===== src/inc/amp_defs.svh =====
// Register offsets, field positions, reset values and timing for the amplifier register bank
`ifndef AMP_DEFS_SVH
`define AMP_DEFS_SVH

// ----------------------------------------
// Register offsets
// ----------------------------------------
`define REG_POWER        8'h01
`define REG_DIGITAL      8'h02
`define REG_ANALOG       8'h06
`define REG_RSVD_SEVEN   8'h07
`define REG_FAULT        8'h08

// ----------------------------------------
// Reset values
// ----------------------------------------
`define POWER_RESET      8'hFD
`define DIGITAL_RESET    8'h14
`define ANALOG_RESET     8'h51
`define RSVD_SEVEN_RESET 8'h00
`define FAULT_CFG_RESET  4'h0

// ----------------------------------------
// Field positions
// ----------------------------------------
`define PWR_RUN_BIT      0
`define DIG_DSPEED_BIT   3
`define AN_PARALLEL_BRIDGE_MODE_BIT      7
`define AN_RATE_HI       6
`define AN_RATE_LO       4
`define AN_GAIN_HI       3
`define AN_GAIN_LO       2
`define AN_CHSEL_BIT     1
`define FLT_CFG_HI       7
`define FLT_CFG_LO       4
`define FLT_THR_HI       5
`define FLT_THR_LO       4

// ----------------------------------------
// Switching rate multiples of the frame rate
// ----------------------------------------
`define RATE_X0          5'h06
`define RATE_X1          5'h08
`define RATE_X2          5'h0A
`define RATE_X3          5'h0C
`define RATE_X4          5'h0E
`define RATE_X5          5'h10
`define RATE_X6          5'h14
`define RATE_X7          5'h18

// ----------------------------------------
// Overcurrent threshold in quarters of nominal
// ----------------------------------------
`define OC_Q_FULL        3'h4
`define OC_Q_75          3'h3
`define OC_Q_50          3'h2
`define OC_Q_25          3'h1

// ----------------------------------------
// Timing
// ----------------------------------------
`define MCLK_NS          40
`define SCLK_STOP_NS     1000
`define SCLK_STOP_CYC    ((`SCLK_STOP_NS + `MCLK_NS - 1) / `MCLK_NS)

`endif


===== src/inc/amp_pkg.sv =====
// Types shared by the amplifier register bank
package amp_pkg;

   typedef enum logic [3:0] {
      ST_IDLE,
      ST_ADDR,
      ST_ADDR_ACK,
      ST_PTR,
      ST_PTR_ACK,
      ST_WDATA,
      ST_WDATA_ACK,
      ST_RDATA,
      ST_RACK
   } ctl_state_type;

endpackage


===== src/hw/amp_output_config_fault_status.sv =====
// Control port, output configuration and fault status of the amplifier
// Operation
// - Analog bit 7 selects bridge or parallel
// - Rate field codes give 6..24 frame multiples
// - Double speed halves the switching rate
// - Gain field codes select four gain levels
// - Parallel mode: bit 1 picks left/right
// - Threshold field scales overcurrent trip level
// - Clock error flag clears when clocks valid
// - Overcurrent latches, halts until shutdown toggle
// - DC offset latches, halts until toggle
// - Over-temperature latches, halts until toggle
// - Stopped bit clock flags clock error
// - Shutdown bit zero stops the amplifier
// - Configuration bit selects double speed rates
`include "amp_defs.svh"

module amp_output_config_fault_status #(
   parameter logic [6:0] DEV_ADDR = 7'h2A,
   parameter int         PW       = 12
) (
   // Clock and reset
   input  logic       i_mclk,
   input  logic       i_rst,
   // Control port
   input  logic       i_scl,
   input  logic       i_sda,
   output logic       o_sda_out,
   output logic       o_sda_oe,
   // Audio clocks and shutdown pin
   input  logic       i_sclk,
   input  logic       i_frame_rate_clock,
   input  logic       i_speaker_shutdown_n,
   // Analog fault detectors
   input  logic       i_overcurrent_detect,
   input  logic       i_dc_offset_detect,
   input  logic       i_overtemp_detect,
   // Configuration outputs
   output logic       o_parallel_bridge_mode,
   output logic       o_use_left_channel,
   output logic [1:0] o_gain_code,
   output logic [2:0] o_oc_threshold_quarters,
   output logic       o_double_speed,
   output logic       o_switch_tick,
   // Status outputs
   output logic       o_amp_run,
   output logic       o_clock_error,
   output logic       o_overcurrent_error,
   output logic       o_dc_offset_error,
   output logic       o_overtemp_error
);
   import amp_pkg::*;

   localparam logic [7:0] STOP_CYC = 8'(`SCLK_STOP_CYC);

   if (`SCLK_STOP_CYC > 255) begin : g_bad_stop
      $error("bit clock timeout does not fit counter");
   end
   if (PW < 6) begin : g_bad_pw
      $error("period width too small");
   end

   ctl_state_type state_ff;
   logic [7:0]    power_ff;
   logic [7:0]    digital_ff;
   logic [7:0]    analog_ff;
   logic [7:0]    rsvd_ff;
   logic [3:0]    fault_cfg_ff;
   logic [7:0]    ptr_ff;
   logic [7:0]    rx_ff;
   logic [7:0]    tx_ff;
   logic [2:0]    bitcnt_ff;
   logic          wr_en_ff;
   logic [7:0]    wr_addr_ff;
   logic [7:0]    wr_data_ff;
   logic [7:0]    rd_data;
   logic [7:0]    rx_byte;
   logic          scl_s, sda_s, scl_d, sda_d;
   logic          sclk_s, sclk_d, frame_rate_clock_s, frame_rate_clock_d, sd_pin_s;
   logic [2:0]    det_s;
   logic          start_cond, stop_cond, scl_rise, scl_fall;
   logic [7:0]    sclk_cnt_ff;
   logic [PW-1:0] frame_cnt_ff;
   logic [PW-1:0] period_ff;
   logic [4:0]    mult_ff;
   logic [4:0]    nxt_mult;
   logic          run_req, run_req_d, clear_faults;

   // ----------------------------------------
   // Input synchronisers
   // ----------------------------------------
   sync_two_stage #(.W(2), .INIT(2'h3)) u_sync_ctl (
      .i_mclk  (i_mclk),
      .i_rst   (i_rst),
      .i_async ({i_scl, i_sda}),
      .o_sync  ({scl_s, sda_s})
   );

   sync_two_stage #(.W(6), .INIT(6'h00)) u_sync_misc (
      .i_mclk  (i_mclk),
      .i_rst   (i_rst),
      .i_async ({i_sclk, i_frame_rate_clock, i_speaker_shutdown_n,
                 i_overcurrent_detect, i_dc_offset_detect, i_overtemp_detect}),
      .o_sync  ({sclk_s, frame_rate_clock_s, sd_pin_s, det_s})
   );

   always_ff @(posedge i_mclk) begin
      if (i_rst) begin
         scl_d  <= 1'b1;
         sda_d  <= 1'b1;
         sclk_d <= 1'b0;
         frame_rate_clock_d <= 1'b0;
      end else begin
         scl_d  <= scl_s;
         sda_d  <= sda_s;
         sclk_d <= sclk_s;
         frame_rate_clock_d <= frame_rate_clock_s;
      end
   end

   assign start_cond = scl_s & scl_d & sda_d & ~sda_s;
   assign stop_cond  = scl_s & scl_d & ~sda_d & sda_s;
   assign scl_rise   = scl_s & ~scl_d;
   assign scl_fall   = ~scl_s & scl_d;
   assign rx_byte    = {rx_ff[6:0], sda_s};

   // ----------------------------------------
   // Control port serial engine
   // ----------------------------------------
   always_ff @(posedge i_mclk) begin
      if (i_rst) begin
         state_ff   <= ST_IDLE;
         ptr_ff     <= 8'h00;
         rx_ff      <= 8'h00;
         tx_ff      <= 8'h00;
         bitcnt_ff  <= 3'h0;
         wr_en_ff   <= 1'b0;
         wr_addr_ff <= 8'h00;
         wr_data_ff <= 8'h00;
         o_sda_oe   <= 1'b0;
      end else begin
         wr_en_ff <= 1'b0;
         if (stop_cond) begin
            state_ff <= ST_IDLE;
            o_sda_oe <= 1'b0;
         end else if (start_cond) begin
            state_ff  <= ST_ADDR;
            bitcnt_ff <= 3'h0;
            o_sda_oe  <= 1'b0;
         end else if (scl_fall) begin
            case (state_ff)
               ST_ADDR_ACK, ST_PTR_ACK, ST_WDATA_ACK: o_sda_oe <= 1'b1;
               ST_RDATA: o_sda_oe <= ~tx_ff[7];
               default:  o_sda_oe <= 1'b0;
            endcase
         end else if (scl_rise) begin
            case (state_ff)
               ST_ADDR, ST_PTR, ST_WDATA: begin
                  rx_ff     <= rx_byte;
                  bitcnt_ff <= bitcnt_ff + 3'h1;
                  if (bitcnt_ff == 3'h7) begin
                     if (state_ff == ST_ADDR) begin
                        state_ff <= (rx_byte[7:1] == DEV_ADDR) ? ST_ADDR_ACK : ST_IDLE;
                     end else if (state_ff == ST_PTR) begin
                        ptr_ff   <= rx_byte;
                        state_ff <= ST_PTR_ACK;
                     end else begin
                        wr_en_ff   <= 1'b1;
                        wr_addr_ff <= ptr_ff;
                        wr_data_ff <= rx_byte;
                        ptr_ff     <= ptr_ff + 8'h01;
                        state_ff   <= ST_WDATA_ACK;
                     end
                  end
               end
               ST_ADDR_ACK: begin
                  bitcnt_ff <= 3'h0;
                  if (rx_ff[0]) begin
                     tx_ff    <= rd_data;
                     ptr_ff   <= ptr_ff + 8'h01;
                     state_ff <= ST_RDATA;
                  end else begin
                     state_ff <= ST_PTR;
                  end
               end
               ST_PTR_ACK, ST_WDATA_ACK: begin
                  bitcnt_ff <= 3'h0;
                  state_ff  <= ST_WDATA;
               end
               ST_RDATA: begin
                  tx_ff     <= {tx_ff[6:0], 1'b0};
                  bitcnt_ff <= bitcnt_ff + 3'h1;
                  if (bitcnt_ff == 3'h7) state_ff <= ST_RACK;
               end
               ST_RACK: begin
                  bitcnt_ff <= 3'h0;
                  if (!sda_s) begin
                     tx_ff    <= rd_data;
                     ptr_ff   <= ptr_ff + 8'h01;
                     state_ff <= ST_RDATA;
                  end else begin
                     state_ff <= ST_IDLE;
                  end
               end
               default: state_ff <= ST_IDLE;
            endcase
         end
      end
   end

   always_ff @(posedge i_mclk) begin
      if (i_rst) o_sda_out <= 1'b0;
      else       o_sda_out <= 1'b0;
   end

   // ----------------------------------------
   // Register storage and read mux
   // ----------------------------------------
   always_ff @(posedge i_mclk) begin
      if (i_rst) begin
         power_ff     <= `POWER_RESET;
         digital_ff   <= `DIGITAL_RESET;
         analog_ff    <= `ANALOG_RESET;
         rsvd_ff      <= `RSVD_SEVEN_RESET;
         fault_cfg_ff <= `FAULT_CFG_RESET;
      end else if (wr_en_ff) begin
         case (wr_addr_ff)
            `REG_POWER:      power_ff   <= wr_data_ff;
            `REG_DIGITAL:    digital_ff <= wr_data_ff;
            `REG_ANALOG:     analog_ff  <= wr_data_ff;
            `REG_RSVD_SEVEN: rsvd_ff    <= wr_data_ff;
            `REG_FAULT:      fault_cfg_ff <= wr_data_ff[`FLT_CFG_HI:`FLT_CFG_LO];
            default:         ;
         endcase
      end
   end

   always_comb begin
      case (ptr_ff)
         `REG_POWER:      rd_data = power_ff;
         `REG_DIGITAL:    rd_data = digital_ff;
         `REG_ANALOG:     rd_data = analog_ff;
         `REG_RSVD_SEVEN: rd_data = rsvd_ff;
         `REG_FAULT:      rd_data = {fault_cfg_ff, o_clock_error, o_overcurrent_error,
                                     o_dc_offset_error, o_overtemp_error};
         default:         rd_data = 8'h00;
      endcase
   end

   // ----------------------------------------
   // Configuration outputs
   // ----------------------------------------
   always_comb begin
      case (analog_ff[`AN_RATE_HI:`AN_RATE_LO])
         3'h0:    nxt_mult = `RATE_X0;
         3'h1:    nxt_mult = `RATE_X1;
         3'h2:    nxt_mult = `RATE_X2;
         3'h3:    nxt_mult = `RATE_X3;
         3'h4:    nxt_mult = `RATE_X4;
         3'h5:    nxt_mult = `RATE_X5;
         3'h6:    nxt_mult = `RATE_X6;
         default: nxt_mult = `RATE_X7;
      endcase
   end

   always_ff @(posedge i_mclk) begin
      if (i_rst) begin
         mult_ff                 <= `RATE_X5;
         o_parallel_bridge_mode  <= 1'b0;
         o_use_left_channel      <= 1'b0;
         o_gain_code             <= 2'h0;
         o_oc_threshold_quarters <= `OC_Q_FULL;
         o_double_speed          <= 1'b0;
      end else begin
         mult_ff <= digital_ff[`DIG_DSPEED_BIT] ? (nxt_mult >> 1) : nxt_mult;
         o_parallel_bridge_mode <= analog_ff[`AN_PARALLEL_BRIDGE_MODE_BIT];
         o_use_left_channel     <= analog_ff[`AN_CHSEL_BIT];
         o_gain_code            <= analog_ff[`AN_GAIN_HI:`AN_GAIN_LO];
         o_double_speed         <= digital_ff[`DIG_DSPEED_BIT];
         case (fault_cfg_ff[`FLT_THR_HI-`FLT_CFG_LO:`FLT_THR_LO-`FLT_CFG_LO])
            2'h0:    o_oc_threshold_quarters <= `OC_Q_FULL;
            2'h1:    o_oc_threshold_quarters <= `OC_Q_75;
            2'h2:    o_oc_threshold_quarters <= `OC_Q_50;
            default: o_oc_threshold_quarters <= `OC_Q_25;
         endcase
      end
   end

   // ----------------------------------------
   // Frame period and switching ticks
   // ----------------------------------------
   always_ff @(posedge i_mclk) begin
      if (i_rst) begin
         frame_cnt_ff <= '0;
         period_ff    <= '0;
      end else if (frame_rate_clock_s && !frame_rate_clock_d) begin
         frame_cnt_ff <= '0;
         period_ff    <= frame_cnt_ff + 1'b1;
      end else if (frame_cnt_ff != '1) begin
         frame_cnt_ff <= frame_cnt_ff + 1'b1;
      end
   end

   switch_rate_gen #(.PW(PW)) u_rate (
      .i_mclk   (i_mclk),
      .i_rst    (i_rst),
      .i_en     (o_amp_run),
      .i_period (period_ff),
      .i_mult   (mult_ff),
      .o_tick   (o_switch_tick)
   );

   // ----------------------------------------
   // Clock error and latched faults
   // ----------------------------------------
   always_ff @(posedge i_mclk) begin
      if (i_rst) begin
         sclk_cnt_ff   <= 8'h00;
         o_clock_error <= 1'b0;
      end else if (sclk_s != sclk_d) begin
         sclk_cnt_ff   <= 8'h00;
         o_clock_error <= 1'b0;
      end else if (sclk_cnt_ff >= STOP_CYC) begin
         o_clock_error <= 1'b1;
      end else begin
         sclk_cnt_ff <= sclk_cnt_ff + 8'h01;
      end
   end

   assign run_req      = sd_pin_s & power_ff[`PWR_RUN_BIT];
   assign clear_faults = run_req & ~run_req_d;

   always_ff @(posedge i_mclk) begin
      if (i_rst) begin
         run_req_d           <= 1'b0;
         o_overcurrent_error <= 1'b0;
         o_dc_offset_error   <= 1'b0;
         o_overtemp_error    <= 1'b0;
      end else begin
         run_req_d           <= run_req;
         o_overcurrent_error <= det_s[2] | (o_overcurrent_error & ~clear_faults);
         o_dc_offset_error   <= det_s[1] | (o_dc_offset_error & ~clear_faults);
         o_overtemp_error    <= det_s[0] | (o_overtemp_error & ~clear_faults);
      end
   end

   always_ff @(posedge i_mclk) begin
      if (i_rst) o_amp_run <= 1'b0;
      else       o_amp_run <= run_req & ~o_clock_error & ~o_overcurrent_error
                              & ~o_dc_offset_error & ~o_overtemp_error;
   end
endmodule // amp_output_config_fault_status


===== src/hw/sync_two_stage.sv =====
// Two flip-flop synchroniser for inputs from outside the clock domain
module sync_two_stage #(
   parameter int         W    = 1,
   parameter logic [W-1:0] INIT = '0
) (
   // Clock and reset
   input  logic         i_mclk,
   input  logic         i_rst,
   // Data
   input  logic [W-1:0] i_async,
   output logic [W-1:0] o_sync
);

   logic [W-1:0] meta_ff;

   if (W < 1) begin : g_bad_width
      $error("sync_two_stage: width must be at least one");
   end

   always_ff @(posedge i_mclk) begin
      if (i_rst) begin
         meta_ff <= INIT;
         o_sync  <= INIT;
      end else begin
         meta_ff <= i_async;
         o_sync  <= meta_ff;
      end
   end

endmodule // sync_two_stage


===== src/hw/switch_rate_gen.sv =====
// Switching tick generator: MULT ticks per measured frame period
module switch_rate_gen #(
   parameter int PW = 12
) (
   // Clock and reset
   input  logic          i_mclk,
   input  logic          i_rst,
   // Control
   input  logic          i_en,
   input  logic [PW-1:0] i_period,
   input  logic [4:0]    i_mult,
   // Tick
   output logic          o_tick
);

   logic [PW:0] acc_ff;
   logic [PW:0] nxt_acc;
   logic [PW:0] period_ext;

   if (PW < 6) begin : g_bad_pw
      $error("switch_rate_gen: period width too small");
   end

   assign period_ext = {1'b0, i_period};
   assign nxt_acc    = acc_ff + {{(PW-4){1'b0}}, i_mult};

   // ----------------------------------------
   // Phase accumulator
   // ----------------------------------------
   always_ff @(posedge i_mclk) begin
      if (i_rst) begin
         acc_ff <= '0;
         o_tick <= 1'b0;
      end else if (!i_en || i_period == '0) begin
         acc_ff <= '0;
         o_tick <= 1'b0;
      end else if (nxt_acc >= period_ext) begin
         acc_ff <= nxt_acc - period_ext;
         o_tick <= 1'b1;
      end else begin
         acc_ff <= nxt_acc;
         o_tick <= 1'b0;
      end
   end

endmodule // switch_rate_gen


===== config.mk =====
export PLATFORM = sky130hd
export DESIGN_NAME = amp_output_config_fault_status
export DESIGN_NICKNAME = d
export VERILOG_FILES = /design/src/inc/amp_pkg.sv /design/src/hw/amp_output_config_fault_status.sv /design/src/hw/sync_two_stage.sv /design/src/hw/switch_rate_gen.sv
export VERILOG_INCLUDE_DIRS = /design/src /design/src/inc
export SDC_FILE = /design/constraint.sdc
export NUM_CORES = 1
export LEC_CHECK = 0
export ABC_AREA = 1
export CAP_MARGIN = 20
export CORE_ASPECT_RATIO = 1.75
export CORE_UTILIZATION = 45
export CTS_CLUSTER_DIAMETER = 80
export DETAILED_ROUTE_END_ITERATION = 6
export DONT_BUFFER_PORTS = 1
export PLACE_DENSITY = 0.64
export SYNTH_ARGS = -nofsm -noshare
export SYNTH_HDL_FRONTEND = slang
export SYNTH_SLANG_ARGS = --single-unit

===== constraint.sdc =====
create_clock -name i_mclk -period 4.1 [get_ports i_mclk]
set_input_delay 0.41 -clock i_mclk [delete_from_list [all_inputs] [get_ports i_mclk]]
set_output_delay 0.41 -clock i_mclk [all_outputs]
set_load 0.02 [all_outputs]

======== Yosys cells after proc, flatten, opt, wreduce, memory -nomap -nowiden ========
Cells that the tools add are included.
storage, ports and cells
  flip-flop bits (word level) ............. 169
  bits of input ports ..................... 10
  logic and storage cells ................. 190
  output and inout bits ................... 16
operators by class
  reductions and logical operators ........ 34
  eq/ne operators ......................... 38
  $add $sub $neg .......................... 6
  multiplexer cells ....................... 32
  bitwise gates (word level) .............. 38
  order comparisons ....................... 2
operators by type and width
  kind                     number
  $mux W8                  7
  $pmux W8 S3              2
  $pmux W8 S5              1
  $pmux W5 S7              1
  $eq A8 B3 Y1 const B     4
  $pmux W4 S5              1
  $not A1 Y1               19
  $mux W3                  6
  $add A8 B1 Y8 const B    2
  $and A1 B1 Y1            16
  $eq A4 B3 Y1 const B     4
  $eq A8 B1 Y1 const B     2
  $eq A8 B2 Y1 const B     2
  $eq A8 B4 Y1 const B     2
  $add A13 B5 Y13          1
  $ge A13 B12 Y1           1
  $mux W13                 1
  $sub A13 B12 Y13         1
  $add A12 B1 Y12 const B  1
  $eq A3 B3 Y1 const B     4
  $logic_not A12 Y1        1
  $ne A12 B12 Y1 const B   1
  $ne A2 B2 Y1 const B     6
  $reduce_and A4 Y1        3
  other kinds (36)         61

======== Logic depth before layout (Yosys ltp) ========
Gate-level depths: netlist of the first run.
  depth in word-level cells ............... 8
  gate-level depth with buffers ........... 23
  mapped depth without buffers ............ 22

======== Hierarchy ========
A second synthesis of the first run with hierarchy kept.
unflattened totals
  cells, all modules ...................... 1179
  area total of the unflattened synthesis .. 8277.9 µm²
by module, submodules not included
  module                          area an instance (µm²)  seq. area each (µm²)  cells an instance  times used
  amp_output_config_fault_status  6164.7                  2782.7                851                1
  switch_rate_gen                 1655.3                  280.3                 278                1
  sync_two_stage at u_sync_misc   341.6                   240.2                 37                 1
  sync_two_stage at u_sync_ctl    116.4                   80.1                  13                 1

======== Worst setup path before layout of the first run ========
OpenSTA, ideal clock, no wires.
  path kind ............................... reg2reg
  start point ............................. register mult_ff[0]
  end point ............................... register u_rate.acc_ff[9]
  data arrival time ....................... 2.740 ns
  buffers on the path ..................... 1
  clock period less this slack ............ 2.852 ns
  required time ........................... 3.987 ns
  library setup time ...................... 0.113 ns
  slack ................................... 1.248 ns
  stages on the path, launching flop included .. 20
  cell sequence ........................... dfxtp_1 -> ha_1 -> inv_1 -> fa_1 -> nand3b_1 -> nand2_1 -> nand2_1 -> nand2_1 -> nand2_1 -> xnor2_1 -> ha_1 -> nand2_1 -> inv_1 -> a21oi_1 -> nand3_1 -> nand2_2 -> nand3_2 -> buf_6 -> nor2_1 -> nor2_1
between the ends
  word-level cells in the longest chain between the ends .. 3
  elaborated cells on any way between the ends .. 4
  classes of those cells .................. add/sub (2); order compare (1); mux (1)
ends and longest elaborated chain
  element                                             line                                          RTL
  start, declared                                     amp_output_config_fault_status.sv:85          logic [4:0] mult_ff;
  start signal, assigned                              amp_output_config_fault_status.sv:268         mult_ff <= `RATE_X5;
  start signal, assigned                              amp_output_config_fault_status.sv:275         mult_ff <= digital_ff[`DIG_DSPEED_BIT] ? (nxt_mult >> 1) : nxt_mult;
  $add A13 B5 Y13 *                                   switch_rate_gen.sv:25                         assign nxt_acc = acc_ff + {{(PW-4){1'b0}}, i_mult};
  $sub A13 B12 Y13 or $ge A13 B12 Y1 (tied branches)  switch_rate_gen.sv:38, switch_rate_gen.sv:37
  $mux W13 *                                          switch_rate_gen.sv:37                         end else if (nxt_acc >= period_ext) begin
  end signal, assigned                                switch_rate_gen.sv:38                         acc_ff <= nxt_acc - period_ext;
  end signal, assigned                                switch_rate_gen.sv:41                         acc_ff <= nxt_acc;
  end, declared                                       switch_rate_gen.sv:16                         logic [PW:0] acc_ff;
Every way passes the cells marked *; elsewhere a longest branch is shown, timed or not.
A chain may end at the register's enable or synchronous reset.

======== Final worst setup path of the first run ========
  start point ............................. register u_rate.acc_ff[0]
  end point ............................... register u_rate.acc_ff[6]
between the ends
  word-level cells in the longest chain between the ends .. 3
  elaborated cells on any way between the ends .. 4
  classes of those cells .................. add/sub (2); order compare (1); mux (1)
ends and longest elaborated chain
  element                                             line
  $add A13 B5 Y13 *                                   switch_rate_gen.sv:25
  $sub A13 B12 Y13 or $ge A13 B12 Y1 (tied branches)  switch_rate_gen.sv:38, switch_rate_gen.sv:37
  $mux W13 *                                          switch_rate_gen.sv:37
Marked as above.

==> summary.txt, run 1 <==
Run status
  – Status: finished clean

Critical path
  – R2R Setup Slk: 0.81 ns
  – WP data arrival: 3.66 ns
  – WP data required: 4.47 ns
  – CP max FO: 9
  – Worst Setup Start Kind: flip-flop
  – CP Class: reg2reg
  – CP Capture Type: flip-flop

STA
  – Max_slew headroom: 55.09%
  – Period utilisation layout: 80.24%
  – Setup TNS: 0 ns
  – Slew Limit Fails: 0
  – Worst-margin pin slew: 0.6717 ns
  – Final Hold Vio Count: 0
  – Final setup viols: 0
  – Post-layout minimum cycle time: 3.290 ns
  – Final Skew: 0.01603 ns
  – Unrepaired setup endpoints after global routing: no
  – FMAX: 304.0 MHz
  – Worst hold margin: 0.04475 ns

Synthesis
  – Simple-Gate Fraction of Synth Area: 27.21%
  – Synth Area in Compound Gates: 14.09%
  – Mapped Area: 8204 um^2
  – Post-synthesis mux area share: 0%
  – Synth area leader: dfxtp_1
  – Most frequent cell after synthesis: nand2_1
  – Synth cell count leaders: 216 x nand2_1, 179 x inv_1, 169 x dfxtp_1
  – Syn Area/Cell: 7.097 um^2
  – Post-synthesis cell type count: 43
  – Synth top area share: 41.24%
  – Dominant cells by area after synthesis: dfxtp_1 41%, nand2_1 9.9%, inv_1 8.2%, a21oi_1 6.5%, nor2_1 5.9%
  – Largest family of logic cells by synthesized area: simple AND/OR/NAND/NOR gates
  – Xor and xnor area share after synthesis: 2.349%
  – Syn Inst Count: 1156
  – Yosys reg bits: 169
  – Share of flip-flops with an asynchronous set or reset: 0%
  – Top FF cell, synth: dfxtp_1
  – Post-synth EDFFs: 0
  – Yosys warns: 0
  – Syn Nets: 1198
  – Sequential share of the synthesized area: 41.24%
  – Synth Area in Adders: 5.063%

Clock tree
  – Resized Gates After CTS: 0
  – CTS tree: built
  – Buffers inserted during post-CTS setup optimization: 0
  – Worst-path clk slew: 0.08 ns
  – H-tree depth: 4
  – CTS max path bufs: 2
  – Hold buffers post-CTS: 0
  – CTS Buf Count: 17
  – CTS sink cnt: 169
  – Clock latency on the worst-skew pair: 0.44 ns
  – Root Driver: clkbuf_16

Placed design
  – GPL Wtd Cong: 0.9318
  – Dpl hpwl: 15.34 mm
  – Number of port buffers: 0
  – Post-DP Area: 8393 um^2

Detailed routing
  – Post-Route WL: 20.19 mm
  – DRT iter0 DRCs: 419
  – Initial DRT Pass Iterations: 5
  – WL per Instance: 14.44 um
  – Via count: 7169
  – Routed Antenna Nets: 0
  – Drt via density: 5.128
  – DR DRC count: 0

Final layout
  – Multi-input combinational cell area: 4000 um^2
  – Final Cell Area: 8982 um^2
  – Layout overhead on the synthesized area: 9.486%
  – Register area: 3383 um^2
  – Ant. Diodes: 0
  – Layout cell share with drive strength beyond 1: 5.842%
  – Filler cells: 1837
  – Final nets: 1193

Power and ir drop
  – Static Leak: 3.988 nW
  – Cell Pwr Density: 373.3 nW/um^2
  – Maximum vdd drop: 0.2192 mV

Die
  – Die footprint: 18800 um^2
  – Die Span Y: 180.6 um
  – Initial core utilization: 45.65%
  – Row cnt: 65
  – Core footprint: 17970 um^2
  – Ports: 26
  – Die W: 104.1 um

Worst hold path
  – Worst hold path type: in2reg

Global route
  – First-pass GRT wire length: 32.82 mm
  – GRT Total Usage: 22.18%
  – Total grt overflow: 0
  – Pin count of the biggest net entering global routing: 68
  – Initial antenna violation count: 0
  – Vias in the first global route: 7068

Job
  – Max cap viols: 0
## critical path, stage by stage (launching register included)
cell,delay [ns]
dfxtp_1,0.32
ha_1,0.18
inv_1,0.07
fa_1,0.41
nand3b_1,0.17
nand2_1,0.15
nand2_1,0.09
nand2_1,0.08
nand2_1,0.06
xnor2_1,0.22
ha_1,0.34
nand2_1,0.11
inv_1,0.04
a21oi_1,0.13
nand3_1,0.15
nand2_2,0.19
inv_1,0.07
nor2_2,0.28
nor2_1,0.07
nor2_1,0.10
## metrics by stage
| stage | total power, mW | instances | util (%) | worst slack (ns) |
|---|---|---|---|---|
| final | 3.353 | 1398 | 49.98 | 0.8100 |
| after global routing | 3.458 | 1398 | 49.98 | 0.3956 |
| after CTS | 3.395 | 1398 | 49.98 | 0.7937 |
| after detailed placement | 1.819 | 1366 | 46.70 | 0.8099 |
| after global placement | 1.817 | 1366 | 46.70 | 0.9220 |
| after floorplan | 1.798 | 1156 | - | 1.248 |
## kinds of logic (layout without fill, tap and decap cells)
family,after synthesis,after routing
AOI/OAI and AO/OA,218,218
other,1,1
DFF,169,169
and+or+nand+nor,502,502
buffers and inverters,212,220
adders and majority gates,32,32
xor gates and xnor gates,22,22
## metal layers
metal  vias up  part of all wire, %  global-route usage (%)  routed length, um
met5         -                    0                       0                  0
met1      3240                   37                   20.45               7378
li1       3717                    -                       -                  -
met4         0                  5.3                   14.63               1061
met3        61                  2.8                   3.327                569
met2       151                   55                   43.89              11180
## registers in the layout, summed over array words and instances (netlist names), 8 cells and up
register / cells
analog_ff: 8
wr_data_ff: 8
ptr_ff: 8
period_ff: 12
tx_ff: 8
frame_cnt_ff: 12
u_rate.acc_ff: 13
wr_addr_ff: 8
rsvd_ff: 8
power_ff: 8
sclk_cnt_ff: 8
digital_ff: 8
## power by group
group	switching (mW)	internal [mW]	total, mW
Sequential	0.0170	1.66	1.68
Combinational	0.0688	0.0351	0.104
Clock	0.744	0.829	1.57
## final cells by class
class,count,share of cell area [%]
Clock buffer,18,4.889
Clock inverter,14,1.672
Inverter,185,7.731
Multi-Input combinational cell,775,44.53
Sequential cell,169,37.67
Tap cell,234,3.260
Timing Repair Buffer,3,0.2507
## worst paths after layout
path,depth (start not counted),from,to
max reg2reg,19,u_rate.acc_ff[0],u_rate.acc_ff[6]
max,19,u_rate.acc_ff[0],u_rate.acc_ff[6]
min reg2reg,2,u_sync_misc.meta_ff[0],u_sync_misc.o_sync[0]
min,1,i_rst,ptr_ff[5]
## placed cells by master, fill, tap and decap left out, drive strengths merged
cell type  synthesis  final
buf                8      3
nand2b             1      1
nand2            222    222
nor3              21     21
xor2               6      6
a211oi             1      1
inv              184    192
xnor2             16     16
clkbuf            19     18
o211ai            12     12
o21a               1      1
or4                1      1
nand3b            12     12
o21bai             3      3
a21boi             1      1
nor2             138    138
conb               1      1
a41oi              1      1
o21ai             79     79
or2                9      9
fa                 2      2
nor4               3      3
ha                30     30
dfxtp            169    169
nor3b              5      5
o22ai             13     13
a21oi            107    107
clkinvlp           0      2
nand3             65     65
clkinv             1      5
nand4             25     25
No activity file was read; power rests on OpenSTA's default activity.
==> inputs of run 2 (changes only) <==
==> constraint.sdc (replaced) <==
create_clock -name i_mclk -period 3.4 [get_ports i_mclk]
set_input_delay 0.34 -clock i_mclk [delete_from_list [all_inputs] [get_ports i_mclk]]
set_output_delay 0.34 -clock i_mclk [all_outputs]
set_load 0.02 [all_outputs]
==> summary.txt, run 2 (synthesized netlist as in run 1, its figures left out) <==
Global route
  – Initial antenna violation count: 0
  – GRT Total Usage: 23.38%
  – First-pass GRT wire length: 33.91 mm
  – Vias in the first global route: 7049
  – Pin count of the biggest net entering global routing: 67
  – Total grt overflow: 0

Clock tree
  – Worst-path clk slew: 0.07 ns
  – CTS sink cnt: 169
  – Buffers inserted during post-CTS setup optimization: 0
  – Clock latency on the worst-skew pair: 0.44 ns
  – CTS max path bufs: 2
  – CTS tree: built
  – CTS Buf Count: 17
  – Root Driver: clkbuf_16
  – H-tree depth: 4

Critical path
  – R2R Setup Slk: 0.27 ns
  – R2R depth: 19
  – CP Class: reg2reg
  – FF-to-FF Start: u_rate.acc_ff[0]
  – Setup crit start: u_rate.acc_ff[0]
  – Worst Setup Start Kind: flip-flop
  – CP Capture Type: flip-flop
  – WP data arrival: 3.51 ns
  – CP max FO: 9
  – WP data required: 3.78 ns
  – FF-to-FF End: u_rate.acc_ff[4]
  – CP Capture Point: u_rate.acc_ff[4]

STA
  – Final setup viols: 0
  – Post-layout minimum cycle time: 3.129 ns
  – Slew Limit Fails: 0
  – Max_slew headroom: 51.73%
  – Final WS setup: 0.2714 ns
  – Final Skew: 0.008920 ns
  – Period utilisation layout: 92.02%
  – Final Hold Vio Count: 0
  – Setup TNS: 0 ns
  – FMAX: 319.6 MHz
  – Worst-margin pin slew: 0.7219 ns

Detailed routing
  – Initial DRT Pass Iterations: 5
  – DR DRC count: 0
  – Via count: 7324
  – WL per Instance: 15.04 um
  – DRT iter0 DRCs: 318
  – Drt via density: 5.198
  – Routed Antenna Nets: 0
  – Post-Route WL: 21.19 mm

Die
  – Ports: 26
  – Core footprint: 17970 um^2
  – Die W: 104.1 um
  – Initial core utilization: 45.65%
  – Die Span Y: 180.6 um
  – Row cnt: 65
  – Die footprint: 18800 um^2

Power and ir drop
  – Maximum vdd drop: 0.2538 mV
  – Cell Pwr Density: 453.0 nW/um^2
  – Static Leak: 4.058 nW

Final layout
  – Most common library cell in the layout ignoring fill and taps: nand2_1
  – Final nets: 1204
  – Most frequent cells in the layout: 215 x nand2_1, 178 x inv_1, 169 x dfxtp_1
  – Ant. Diodes: 0
  – Top reg by flops: u_rate.acc_ff
  – Layout cell share with drive strength beyond 1: 6.298%
  – Layout overhead on the synthesized area: 11.58%
  – Largest registers: u_rate.acc_ff (13), frame_cnt_ff (12), period_ff (12)
  – Max reg flops: 13

Placed design
  – Dpl hpwl: 15.47 mm
  – DP Worst Slack: 0.1174 ns
  – GPL Wtd Cong: 0.9374
  – Number of port buffers: 0

Run status
  – Status: finished clean

Worst hold path
  – Hold path start: i_rst
  – Worst hold path type: in2reg

Job
  – Max cap viols: 0
-- run 2: worst min path at each step --
stage,endpoint,slack [ns],cells past startpoint
CTS,u_sync_misc.meta_ff[5],0.002,2
global route,o_oc_threshold_quarters[2],0.006,1
finish,o_oc_threshold_quarters[2],0.02,1
detailed placement,u_sync_misc.o_sync[0],0.39,2
global placement,u_sync_misc.o_sync[1],0.39,2
floorplan,u_sync_misc.o_sync[0],0.39,2
-- run 2: layer usage --
| layer | wire, um | GRT usage (%) | vias to the layer above | part of all wire (%) |
|---|---|---|---|---|
| li1 | - | - | 3750 | - |
| met1 | 7611 | 21.80 | 3377 | 36 |
| met2 | 11690 | 45.01 | 132 | 55 |
| met3 | 638 | 4.593 | 65 | 3.0 |
| met4 | 1249 | 15.77 | 0 | 5.9 |
| met5 | 0 | 0 | - | 0 |
-- run 2: power by group --
part           total (mW)  switching, mW  internal (mW)
clock                1.97          0.859           1.12
combinational       0.149         0.0971         0.0524
sequential           2.02         0.0205           2.00
total                4.15          0.977           3.17
-- run 2: final cells by class --
| cell class | count | area (um^2) |
|---|---|---|
| Fill cell | 1808 | 8820 |
| Timing Repair Buffer | 14 | 142.6 |
| Multi-Input combinational cell | 775 | 4038 |
| Tap cell | 234 | 292.8 |
| Clock inverter | 14 | 163.9 |
| Clock buffer | 18 | 439.2 |
| Sequential cell | 169 | 3383 |
| Inverter | 185 | 694.4 |
-- run 2: repair_timing --
action                                  CTS  global route
gates resized for setup                   0             9
endpoints found under the setup margin    0            14
hold buffers                             10             1
hold endpoints to repair                 40             1
-- run 2: stage by stage --
| stage | util, % | instance area [um^2] | cells | hold slack [ns] | power, mW |
|---|---|---|---|---|---|
| after floorplan | - | 8204 | 1156 | 0.3883 | 2.168 |
| after global placement | 46.70 | 8393 | 1366 | 0.3892 | 2.192 |
| after detailed placement | 46.70 | 8393 | 1366 | 0.3946 | 2.193 |
| after CTS | 50.66 | 9106 | 1408 | 0.002401 | 4.183 |
| after global routing | 50.93 | 9154 | 1409 | 0.005916 | 4.273 |
| final | 50.93 | 9154 | 1409 | 0.02237 | 4.146 |
-- run 2: critical path, stage by stage (launching register included) --
cell and delay [ns]:
dfxtp_1 0.32, ha_1 0.18, inv_1 0.07, fa_1 0.41
nand3b_1 0.18, nand2_2 0.12, nand2_1 0.07, nand2_1 0.07
nand2_1 0.08, xnor2_2 0.15, ha_1 0.34, nand2_1 0.11
inv_1 0.05, a21oi_1 0.18, nand3_2 0.14, nand2_4 0.14
inv_1 0.09, nor2_4 0.19, nor2_1 0.06, nor2_1 0.11
